**src/vin_pkg.sv**
```systemverilog
// package: constants, types and register map of the vectored interrupt unit
//
// Behaviour
// - each source event sets its own request flag
// - each interrupt has its own enable bit; only enabled requests are taken
// - with global enable clear no interrupt is taken
// - on accept, push next pc, load source vector, fetch from vector
// - return from interrupt pops the saved pc from the stack
// - entering a service routine clears global enable automatically
// - requests during global disable still set and hold their flags
// - no request is acknowledged while the stack is full
// - requests are sampled and serviced on second phase clock pulses
// - fixed priority: ext0, ext1, counter0, counter1, serial, multi group
// - counter 0 vectors to 0CH, counter 1 to 10H
// - converter, clock, time base, peripheral pin share vector 18H and group flag
// - servicing the group vector clears only the group flag
// - external line flag set only on selected transition type
// - edge select: rising, falling, both or disabled per line
// - ext lines vector 04H and 08H; service clears line flag and global enable
// - external pin works only with its enable set and port bit an input
// - pull-high selection stays active while pin is an interrupt input
// - spike filter on ext lines, bypassed by one shared option
// - peripheral pin sets its flag on a falling transition
// - peripheral pin function chosen by fixed configuration option
// - any member source request sets the group flag (the code sets it only for members enabled in multi_group_control)
package vin_pkg;
   // ==========================================================
   // timing
   localparam int CLK_NS   = 25;
   localparam int FILT_NS  = 75;
   localparam int FILT_CYC = (FILT_NS + CLK_NS - 1) / CLK_NS;
   localparam int FILT_W   = 2;

   // ==========================================================
   // widths and source indices (priority order, index 0 highest)
   localparam int PC_W   = 13;
   localparam int N_SRC  = 6;
   localparam int N_MEM  = 5;
   localparam int IX_W   = 3;
   localparam logic [IX_W-1:0] IX_EXT0  = 3'h0;
   localparam logic [IX_W-1:0] IX_EXT1  = 3'h1;
   localparam logic [IX_W-1:0] IX_T0    = 3'h2;
   localparam logic [IX_W-1:0] IX_T1    = 3'h3;
   localparam logic [IX_W-1:0] IX_SER   = 3'h4;
   localparam logic [IX_W-1:0] IX_MULTI = 3'h5;
   // group members
   localparam int M_ADC = 0;
   localparam int M_RTC = 1;
   localparam int M_TB  = 2;
   localparam int M_PER = 3;
   localparam int M_T2  = 4;

   // ==========================================================
   // vectors
   localparam logic [PC_W-1:0] VEC_EXT0  = 13'h0004;
   localparam logic [PC_W-1:0] VEC_EXT1  = 13'h0008;
   localparam logic [PC_W-1:0] VEC_T0    = 13'h000C;
   localparam logic [PC_W-1:0] VEC_T1    = 13'h0010;
   localparam logic [PC_W-1:0] VEC_SER   = 13'h0014;
   localparam logic [PC_W-1:0] VEC_MULTI = 13'h0018;

   // ==========================================================
   // edge select codes
   localparam logic [1:0] EDGE_OFF  = 2'h0;
   localparam logic [1:0] EDGE_RISE = 2'h1;
   localparam logic [1:0] EDGE_FALL = 2'h2;
   localparam logic [1:0] EDGE_BOTH = 2'h3;

   // ==========================================================
   // register map (byte addresses) and fields
   localparam int AW = 5;
   localparam logic [AW-1:0] OFS_CTRL0  = 5'h00; // irq_control_0
   localparam logic [AW-1:0] OFS_CTRL1  = 5'h04; // irq_control_1
   localparam logic [AW-1:0] OFS_MULTI  = 5'h08; // multi_group_control
   localparam logic [AW-1:0] OFS_EDGE   = 5'h0C; // edge_select_control
   localparam logic [AW-1:0] OFS_STATUS = 5'h10;
   localparam int F_GIE     = 0;
   localparam int F_EN_LSB  = 1;
   localparam int F_MFL_LSB = 8;
   localparam int F_VEC_LSB = 8;
   localparam int F_STK     = 0;
   localparam int F_SERV    = 1;

   // ==========================================================
   // types
   typedef enum logic [0:0] {BUS_IDLE = 1'b0, BUS_ACK = 1'b1} vin_bus_st_t;

   typedef struct packed {
      logic          read;
      logic          write;
      logic [AW-1:0] address;
      logic [31:0]   writedata;
      logic [3:0]    byteenable;
   } vin_av_req_t;

   typedef struct packed {
      logic            second_phase_clock;
      logic            return_from_interrupt;
      logic            stack_full;
      logic [PC_W-1:0] next_pc;
   } vin_core_in_t;

   typedef struct packed {
      logic            take;
      logic            push;
      logic            pop;
      logic [PC_W-1:0] push_pc;
      logic [PC_W-1:0] vector;
   } vin_core_out_t;

   typedef struct packed {
      logic t0_ovf;
      logic t1_ovf;
      logic serial_done;
      logic adc_done;
      logic rtc_ovf;
      logic tbase_ovf;
      logic t2_ovf;
   } vin_src_evt_t;
endpackage

```
**src/vin_unit.sv**
```systemverilog
// design: vectored interrupt unit with avalon-mm register slave
//
// The implementer's own choices: the Avalon-MM slave port and the placing of the registers.
`timescale 1ns/100ps
module vin_unit (
   input  wire logic                   core_clk,
   input  wire logic                   rst_n,
   input  wire vin_pkg::vin_av_req_t   av,
   output logic [31:0]                 av_readdata,
   output logic                        av_waitrequest,
   input  wire vin_pkg::vin_core_in_t  core_in,
   output vin_pkg::vin_core_out_t      core_out,
   input  wire vin_pkg::vin_src_evt_t  src_evt,
   input  wire logic                   ext_irq_pin_0,
   input  wire logic                   ext_irq_pin_1,
   input  wire logic                   periph_irq_pin,
   input  wire logic [1:0]             port_d_direction,
   input  wire logic [1:0]             port_pullup_sel,
   output logic [1:0]                  pullup_en,
   input  wire logic                   cfg_filter_bypass,
   input  wire logic                   cfg_periph_pin_sel
);
   import vin_pkg::*;

   // ==========================================================
   // functions
   // lowest set index wins
   function automatic logic [IX_W-1:0] first_set(input logic [N_SRC-1:0] p);
      logic [IX_W-1:0] r;
      r = IX_MULTI;
      for (int i = N_SRC - 1; i >= 0; i--) begin
         if (p[i]) begin
            r = IX_W'(i);
         end
      end
      return r;
   endfunction

   function automatic logic [PC_W-1:0] vec_of(input logic [IX_W-1:0] ix);
      logic [PC_W-1:0] v;
      case (ix)
         IX_EXT0: v = VEC_EXT0;
         IX_EXT1: v = VEC_EXT1;
         IX_T0:   v = VEC_T0;
         IX_T1:   v = VEC_T1;
         IX_SER:  v = VEC_SER;
         default: v = VEC_MULTI;
      endcase
      return v;
   endfunction

   // ==========================================================
   // state
   vin_bus_st_t       bus_q;
   logic              gie_q;
   logic [N_SRC-1:0]  en_q;
   logic [N_SRC-1:0]  flags_q;
   logic [N_SRC-1:0]  flags_base;
   logic [N_SRC-1:0]  svc_clr;
   logic [N_MEM-1:0]  men_q;
   logic [N_MEM-1:0]  mflag_q;
   logic [3:0]        edge_q;
   logic [PC_W-1:0]   last_vec_q;
   logic [31:0]       rdata_q;
   vin_core_out_t     cout_q;
   logic [1:0]        pull_q;
   logic [1:0]        ext_edge;
   logic [2:0]        per_sync_q;
   logic              per_fall;
   logic [N_SRC-1:0]  evt;
   logic [N_MEM-1:0]  mevt;
   logic [N_SRC-1:0]  pend;
   logic [IX_W-1:0]   grant;
   logic              take;
   logic              acc;
   logic              wr_ok;
   logic              wr0;
   logic              wr1;
   logic              wr_m;
   logic              wr_e;

   // ==========================================================
   // external lines: sync, spike filter, edge select
   generate
      for (genvar g = 0; g < 2; g++) begin : g_ext
         logic              s1_q;
         logic              s2_q;
         logic              lvl_q;
         logic              prev_q;
         logic [FILT_W-1:0] cnt_q;
         logic [1:0]        sel;
         logic              pin;
         assign pin = (g == 0) ? ext_irq_pin_0 : ext_irq_pin_1;
         assign sel = edge_q[2*g +: 2];
         // two flop synchroniser
         always_ff @(posedge core_clk) begin
            if (!rst_n) begin
               s1_q <= 1'b0;
               s2_q <= 1'b0;
            end else begin
               s1_q <= pin;
               s2_q <= s1_q;
            end
         end
         // level must hold for the filter time unless bypassed
         always_ff @(posedge core_clk) begin
            if (!rst_n) begin
               lvl_q <= 1'b0;
               prev_q <= 1'b0;
               cnt_q <= '0;
            end else begin
               prev_q <= lvl_q;
               if (cfg_filter_bypass || s2_q == lvl_q) begin
                  lvl_q <= s2_q;
                  cnt_q <= '0;
               end else if (cnt_q == FILT_W'(FILT_CYC - 1)) begin
                  lvl_q <= s2_q;
                  cnt_q <= '0;
               end else begin
                  cnt_q <= cnt_q + 1'b1;
               end
            end
         end
         // edge on the synchronised level, gated by enable and port input
         always_comb begin
            ext_edge[g] = 1'b0;
            if (en_q[g] && port_d_direction[g]) begin
               case (sel)
                  EDGE_RISE: ext_edge[g] = lvl_q & ~prev_q;
                  EDGE_FALL: ext_edge[g] = ~lvl_q & prev_q;
                  EDGE_BOTH: ext_edge[g] = lvl_q ^ prev_q;
                  default:   ext_edge[g] = 1'b0;
               endcase
            end
         end
      end
   endgenerate

   // ==========================================================
   // peripheral pin: sync and falling edge detect
   always_ff @(posedge core_clk) begin
      if (!rst_n) begin
         per_sync_q <= '1;
      end else begin
         per_sync_q <= {per_sync_q[1:0], periph_irq_pin};
      end
   end
   assign per_fall = cfg_periph_pin_sel & per_sync_q[2] & ~per_sync_q[1];

   // pull-high selection passes through one register stage
   always_ff @(posedge core_clk) begin
      if (!rst_n) begin
         pull_q <= '0;
      end else begin
         pull_q <= port_pullup_sel;
      end
   end
   assign pullup_en = pull_q;

   // ==========================================================
   // source events
   always_comb begin
      mevt = '0;
      mevt[M_ADC] = src_evt.adc_done;
      mevt[M_RTC] = src_evt.rtc_ovf;
      mevt[M_TB]  = src_evt.tbase_ovf;
      mevt[M_PER] = per_fall;
      mevt[M_T2]  = src_evt.t2_ovf;
      evt = '0;
      evt[IX_EXT0]  = ext_edge[0];
      evt[IX_EXT1]  = ext_edge[1];
      evt[IX_T0]    = src_evt.t0_ovf;
      evt[IX_T1]    = src_evt.t1_ovf;
      evt[IX_SER]   = src_evt.serial_done;
      evt[IX_MULTI] = |(mevt & men_q);
   end

   // ==========================================================
   // arbitration on the second phase clock pulse
   assign pend  = flags_q & en_q;
   assign grant = first_set(pend);
   assign take  = core_in.second_phase_clock & gie_q
                & ~core_in.stack_full & (|pend);

   // ==========================================================
   // avalon-mm slave: one wait cycle on every access
   assign acc            = av.read | av.write;
   assign av_waitrequest = acc & (bus_q == BUS_IDLE);
   assign wr_ok = av.write & (bus_q == BUS_ACK);
   assign wr0   = wr_ok & (av.address == OFS_CTRL0) & av.byteenable[0];
   assign wr1   = wr_ok & (av.address == OFS_CTRL1) & av.byteenable[0];
   assign wr_m  = wr_ok & (av.address == OFS_MULTI);
   assign wr_e  = wr_ok & (av.address == OFS_EDGE) & av.byteenable[0];

   always_ff @(posedge core_clk) begin
      if (!rst_n) begin
         bus_q <= BUS_IDLE;
      end else begin
         case (bus_q)
            BUS_IDLE: bus_q <= acc ? BUS_ACK : BUS_IDLE;
            BUS_ACK:  bus_q <= BUS_IDLE;
            default:  bus_q <= BUS_IDLE;
         endcase
      end
   end

   // read data latched in the wait cycle, unmapped reads give zero
   always_ff @(posedge core_clk) begin
      if (!rst_n) begin
         rdata_q <= '0;
      end else if (av.read && bus_q == BUS_IDLE) begin
         case (av.address)
            OFS_CTRL0:  rdata_q <= {25'h0000000, en_q, gie_q};
            OFS_CTRL1:  rdata_q <= {26'h0000000, flags_q};
            OFS_MULTI:  rdata_q <= {19'h00000, mflag_q, 3'h0, men_q};
            OFS_EDGE:   rdata_q <= {28'h0000000, edge_q};
            OFS_STATUS: rdata_q <= {11'h000, last_vec_q, 6'h00,
                                    cout_q.take, core_in.stack_full};
            default:    rdata_q <= '0;
         endcase
      end
   end
   assign av_readdata = rdata_q;

   // ==========================================================
   // global enable: cleared on entry, software write wins after
   always_ff @(posedge core_clk) begin
      if (!rst_n) begin
         gie_q <= 1'b0;
      end else if (wr0) begin
         gie_q <= av.writedata[F_GIE];
      end else if (take) begin
         gie_q <= 1'b0;
      end
   end

   // enables and edge selection
   always_ff @(posedge core_clk) begin
      if (!rst_n) begin
         en_q   <= '0;
         men_q  <= '0;
         edge_q <= {EDGE_OFF, EDGE_OFF};
      end else begin
         if (wr0) begin
            en_q <= av.writedata[F_EN_LSB +: N_SRC];
         end
         if (wr_m && av.byteenable[0]) begin
            men_q <= av.writedata[N_MEM-1:0];
         end
         if (wr_e) begin
            edge_q <= av.writedata[3:0];
         end
      end
   end

   // main flags: write, then service clear, then events win
   assign flags_base = wr1 ? av.writedata[N_SRC-1:0] : flags_q;
   assign svc_clr    = take ? N_SRC'(1'b1) << grant : '0;
   always_ff @(posedge core_clk) begin
      if (!rst_n) begin
         flags_q <= '0;
      end else begin
         flags_q <= (flags_base & ~svc_clr) | evt;
      end
   end

   // member flags are never cleared by service
   always_ff @(posedge core_clk) begin
      if (!rst_n) begin
         mflag_q <= '0;
      end else if (wr_m && av.byteenable[1]) begin
         mflag_q <= av.writedata[F_MFL_LSB +: N_MEM] | mevt;
      end else begin
         mflag_q <= mflag_q | mevt;
      end
   end

   // ==========================================================
   // core side: push, vector load and pop, all registered
   always_ff @(posedge core_clk) begin
      if (!rst_n) begin
         cout_q     <= '0;
         last_vec_q <= '0;
      end else begin
         cout_q.take <= take;
         cout_q.push <= take;
         cout_q.pop  <= core_in.return_from_interrupt;
         if (take) begin
            cout_q.push_pc <= core_in.next_pc;
            cout_q.vector  <= vec_of(grant);
            last_vec_q     <= vec_of(grant);
         end
      end
   end
   assign core_out = cout_q;
endmodule
```
**config.mk**
```make
export PLATFORM = sky130hd
export DESIGN_NAME = vin_unit
export DESIGN_NICKNAME = d
export VERILOG_FILES = /design/src/vin_pkg.sv /design/src/vin_unit.sv
export SDC_FILE = /design/constraint.sdc
export NUM_CORES = 1
export LEC_CHECK = 0
export BUFFER_PORTS_ARGS = -buffer_cell sky130_fd_sc_hd__buf_4
export CORE_UTILIZATION = 44
export DETAILED_ROUTE_END_ITERATION = 10
export PLACE_DENSITY = 0.77
export REMOVE_ABC_BUFFERS = 1
export SYNTH_ARGS = -nofsm -noshare
export SYNTH_HDL_FRONTEND = slang
export SYNTH_SLANG_ARGS = --single-unit
```
**constraint.sdc**
```tcl
create_clock -name core_clk -period 1.93 [get_ports core_clk]
set_clock_uncertainty 0.05 [all_clocks]
set_input_delay 0.4825 -clock core_clk [delete_from_list [all_inputs] [get_ports core_clk]]
set_output_delay 0.4825 -clock core_clk [all_outputs]
set_load 0.03 [all_outputs]
```
# --- After elaboration in Yosys (flattened, before gate mapping) ---
# Index checks and enable logic that the tools add are counted.
op_classes:
  n_bitwise: 36
  n_reduce_logical: 16
  order_cmp: 0
  multipliers: 0
  n_addsub: 2
  shift: 1
  muxes: 22
  eq_ne: 18
  div: 0
ops:
  columns: ["operator", "count"]
  rows:
  - ["$pmux 21 s5", 1]
  - ["$pmux 5 s5", 1]
  - ["$and 1x1->1", 18]
  - ["$and 6x6->6", 2]
  - ["$eq 2x2->1 const B", 6]
  - ["$mux 3", 4]
  - ["$mux 6", 2]
  - ["$eq 5x4->1 const B", 2]
  - ["$mux 1", 10]
  - ["$or 5x5->5", 2]
  - ["$not 1->1", 8]
  - ["$eq 3x2->1 const B", 2]
  - ["$not 6->6", 1]
  - ["$or 6x6->6", 1]
  - ["$pmux 1 s3", 2]
  - ["$reduce_bool 2->1", 3]
  - ["$reduce_or 3->1", 2]
  - ["$reduce_or 6->1", 1]
  - ["$shl 1x3->6 const A", 1]
  - ["$and 5x5->5", 1]
  - ["$eq 5x3->1 const B", 1]
  - ["$eq 5x5->1 const B", 1]
  - ["$logic_and 1x1->1", 5]
  - ["$logic_not 5->1", 1]
  - ["other kinds (12)", 17]
word_totals:
  regBits: 105
  elab_cells: 119
  mem_bits_rw: 0
  mem_bits_ro: 0
  latch_bits: 0
  out_inout_bits: 64
  n_memories: 0
  input_bits: 77

# --- Depth between registers and ports, before layout ---
depth:
  ltp_word: 11
  mapped_depth: 6

# --- Worst setup path after synthesis ---
# OpenSTA, ideal clock, no wires.
synth_timing:
  path_type: "input -> register"
  start: "input port av[37] (netlist bit)"
  end: "register mflag_q[0]"
  slack_ps: 21
  path_stages: 5
  t_arrival_ps: 1727
  t_required_ps: 1748
  cell_sequence: "or4b_1 -> buf_6 -> nor3_4 -> mux2i_1 -> a21oi_1"
synth_via:
  elab_chain_cells: 4
synth_lines:
  columns: ["item", "line_no", "text"]
  rows:
  - ["start, declared", "vin_unit.sv:8", "input wire vin_pkg::vin_av_req_t av,"]
  - ["$eq 5x4->1", "vin_unit.sv:192", "assign wr_m = wr_ok & (av.address == OFS_MULTI);"]
  - ["$and 1x1->1", "vin_unit.sv:192", null]
  - ["$logic_and 1x1->1", "vin_unit.sv:271", "end else if (wr_m && av.byteenable[1]) begin"]
  - ["$mux 5", "vin_unit.sv:271", null]
  - ["end signal, assigned", "vin_unit.sv:272", "mflag_q <= av.writedata[F_MFL_LSB +: N_MEM] | mevt;"]
  - ["end signal, assigned", "vin_unit.sv:274", "mflag_q <= mflag_q | mevt;"]
  - ["end, declared", "vin_unit.sv:61", "logic [N_MEM-1:0] mflag_q;"]
# Every way passes these cells.
# A chain may end at the register's enable or synchronous reset.

# --- Final worst setup path ---
layout_timing:
  start: "input port av[37] (netlist bit)"
  end: "register mflag_q[2]"
# The elaborated chain is that of the path after synthesis.

==> flow_metrics.tcl <==
set metrics [dict create \
    antenna_found_initial 0 \
    die_y_um 91.2 \
    worstSetupEndpointType "register" \
    place_congestion 0.887 \
    grt_pass1_vias 2978 \
    port-buffer-count 88 \
    reg2reg_to "gie_q" \
    combPwrFrac 0.110 \
    route.vias.total 3077 \
    drtPass1Iterations 7 \
    routed_wl_mm 8.33 \
    cp_num_buf_inv 2 \
    placedCellCount 583 \
    grt_pass1_wl_mm 13.4 \
    synth_most_common_cell "dfxtp_1" \
    grt_usage 0.204 \
    syn_inst 385 \
    viasPerCell 5.14 \
    crit_slowest_cell "or4b_1" \
    ff2ff_path_depth 5 \
    start_kind "primary input" \
    setup_viol 0 \
    coreArea_sq_mm 0.00773 \
    nNetsFinal 575 \
    internal_power_w 0.00234 \
    critical_path_depth 6 \
    crit_top_cell "buf_4" \
    postCtsSetupBuffers 0 \
    swShare 0.258 \
    p_clk_frac 0.386 \
    yosysSeqAreaShare 0.429 \
    critical_path.max_stage_delay_ps 670 \
    root_buffer "clkbuf_8" \
    synth.largest_area_cell "dfxtp_1" \
    synthFlopType "dfxtp_1" \
    crit_type "primary input to register" \
    antennaDiodeCount 0 \
    hold_ws_ps 265 \
    cp_cell_sequence "buf_4, or4b_1, nor3_4, buf_4, mux2i_1, a21oi_1" \
    synth_area_leaders "dfxtp_1, mux2i_1, buf_4" \
    setup.worst_path.end "mflag_q[2]" \
    cp_max_fo 5 \
    hold_buffers 0 \
    fin_crit_ps 1790 \
    rsz0062_at_grt "false" \
    tritoncts "yes" \
    power.switching_w 0.000813 \
    dr.first_iter.drc_count 272 \
    fp.dieW_um 91.2 \
    drcViolationCount 0 \
    clock_latency_ps 350 \
    grt_max_degree 42 \
    synthTopCellsByCount "dfxtp_1, nor2_1, mux2i_1, buf_4, a21oi_1" \
    final_hold_viol_count 0 \
    ys_ff_latch 75 \
    start_util 0.453 \
    rrSetupSlack_ps 210 \
    seq_power_share 0.505 \
    area_growth_pct 29.3 \
    ys_warn_count 0 \
    ant_nets 0 \
    p_leak_nw 1.85 \
    post-place-ws_ps -242 \
    netlist_area_sq_mm 0.00350 \
    wl_per_cell_um 13.9 \
    critPathTopFamily "simple AND/OR/NAND/NOR gates" \
    clock_sinks 75 \
    instances_no_fill 599 \
    async_reset_ff_frac 0 \
    path_clk_slew_ps 80 \
    cts_buffer_depth 2 \
    h-tree-depth 3 \
    max_clock_freq_mhz 557 \
    drive_gt1_frac 0.276 \
    syn_area_per_cell_sq_um 9.09 \
    setup_slack_ps 136 \
    worst_ir_drop_vdd_mv 0.585 \
    synth_top_area_share 0.429 \
    synth_edf_count 0 \
    powerDensity_mw_per_mm2 697 \
    synth.distinct_cells 50 \
    maxSlewViolCount 0 \
    dieArea_sq_mm 0.00831 \
    boundaryPins 141 \
    cts_resized 0 \
    crit_start "av[37]" \
    cap_violations 0 \
    hold_path_class "primary input to register" \
    dp_hpwl_mm 6.33 \
    critical_path_arrival_ps 1980 \
    row_count 32 \
    overflow 0 \
    r2r-start "en_q[1]" \
    finalCritPeriodShare 0.930 \
    outcome "completed" \
    worstPathRequired_ps 2110 \
    cts_buffers 9 \
]
## sequential cells by signal, indices dropped and copies added (netlist names)
name          count
av_readdata      12
bus_q             1
core_out         18
edge_q            4
en_q              6
flags_q           6
g_ext.cnt_q       4
g_ext.lvl_q       2
g_ext.prev_q      2
g_ext.s1_q        2
g_ext.s2_q        2
gie_q             1
men_q             5
mflag_q           5
per_sync_q        3
pullup_en         2
## area by class of cell
class / instances / area, sq um
fillers: 704 / 3200
multi-input cells: 280 / 1760
flip-flops and latches: 75 / 1500
repair buffers: 115 / 888
clock buffers: 10 / 138
well taps: 102 / 128
clock inverters: 6 / 65.1
inverters: 11 / 41.3
## power groups by stage
stage          registers, W  logic, W  clock network, W
2_1_floorplan       0.00163  0.000160                 0
3_3_place_gp        0.00163  0.000338                 0
3_5_place_dp        0.00163  0.000345                 0
4_1_cts             0.00159  0.000346           0.00124
5_1_grt             0.00159  0.000371           0.00132
6_report            0.00159  0.000345           0.00122
## metrics by stage
stage	area (sq um)	total power [W]	setup TNS, ps	util
after global routing	4520	0.00328	0	0.585
after CTS	4520	0.00318	0	0.585
after global placement	4320	0.00196	-2340	0.559
after floorplan	3300	0.00179	-10950	-
after detailed placement	4320	0.00197	-3350	0.559
final	4520	0.00315	0	0.585
## cells by family after synthesis
group,synth area share
other cells,0.00107
flops,0.429
fa+ha+maj,0.0215
simple gates,0.200
mux,0.118
xor+xnor,0.00501
compound gates,0.126
buf+inv,0.0998
## worst reg2reg max path: stages (launching register included)
cell and delay, ps:
dfxtp_1 370, a222oi_1 390, buf_4 190, a31oi_2 80, or3b_2 470, a21oi_1 120
## how the worst min path moves through the flow
stage          depth (start not counted)       endpoint      startpoint  slack (ps)
5_1_grt                                2  per_sync_q[0]  periph_irq_pin         250
4_1_cts                                2  per_sync_q[0]  periph_irq_pin         260
2_1_floorplan                          1  per_sync_q[1]   per_sync_q[0]         340
6_report                               2  per_sync_q[0]  periph_irq_pin         270
3_3_place_gp                           1  per_sync_q[1]   per_sync_q[0]         340
3_5_place_dp                           1  per_sync_q[1]   per_sync_q[0]         340
## routing by layer
metal / routed length, um / GRT usage
met1: 3410 / 0.227
met2: 4180 / 0.367
met3: 560 / 0.0611
met4: 181 / 0.0714
met5: 0 / 0
## cell usage in the layout (no fill, tap or decap), types with 4 or more instances in the layout
cell        netlist  layout
a21oi_1          29      29
a22oi_1           9       9
and2_1           12      12
buf_4            31     113
clkbuf_8          0      10
clkinvlp_4        0       4
conb_1            1      30
dfxtp_1          75      75
ha_1              6       6
inv_1            10      10
mux2i_1          36      36
nand2_1          21      21
nand2b_1          7       7
nand3_1           8       8
nor2_1           46      46
nor2b_1           4       4
nor3_1           12      12
nor4_1            4       4
o21a_1            4       4
o21ai_0          13      13
Note: power is estimated with default switching activity, not from simulation.
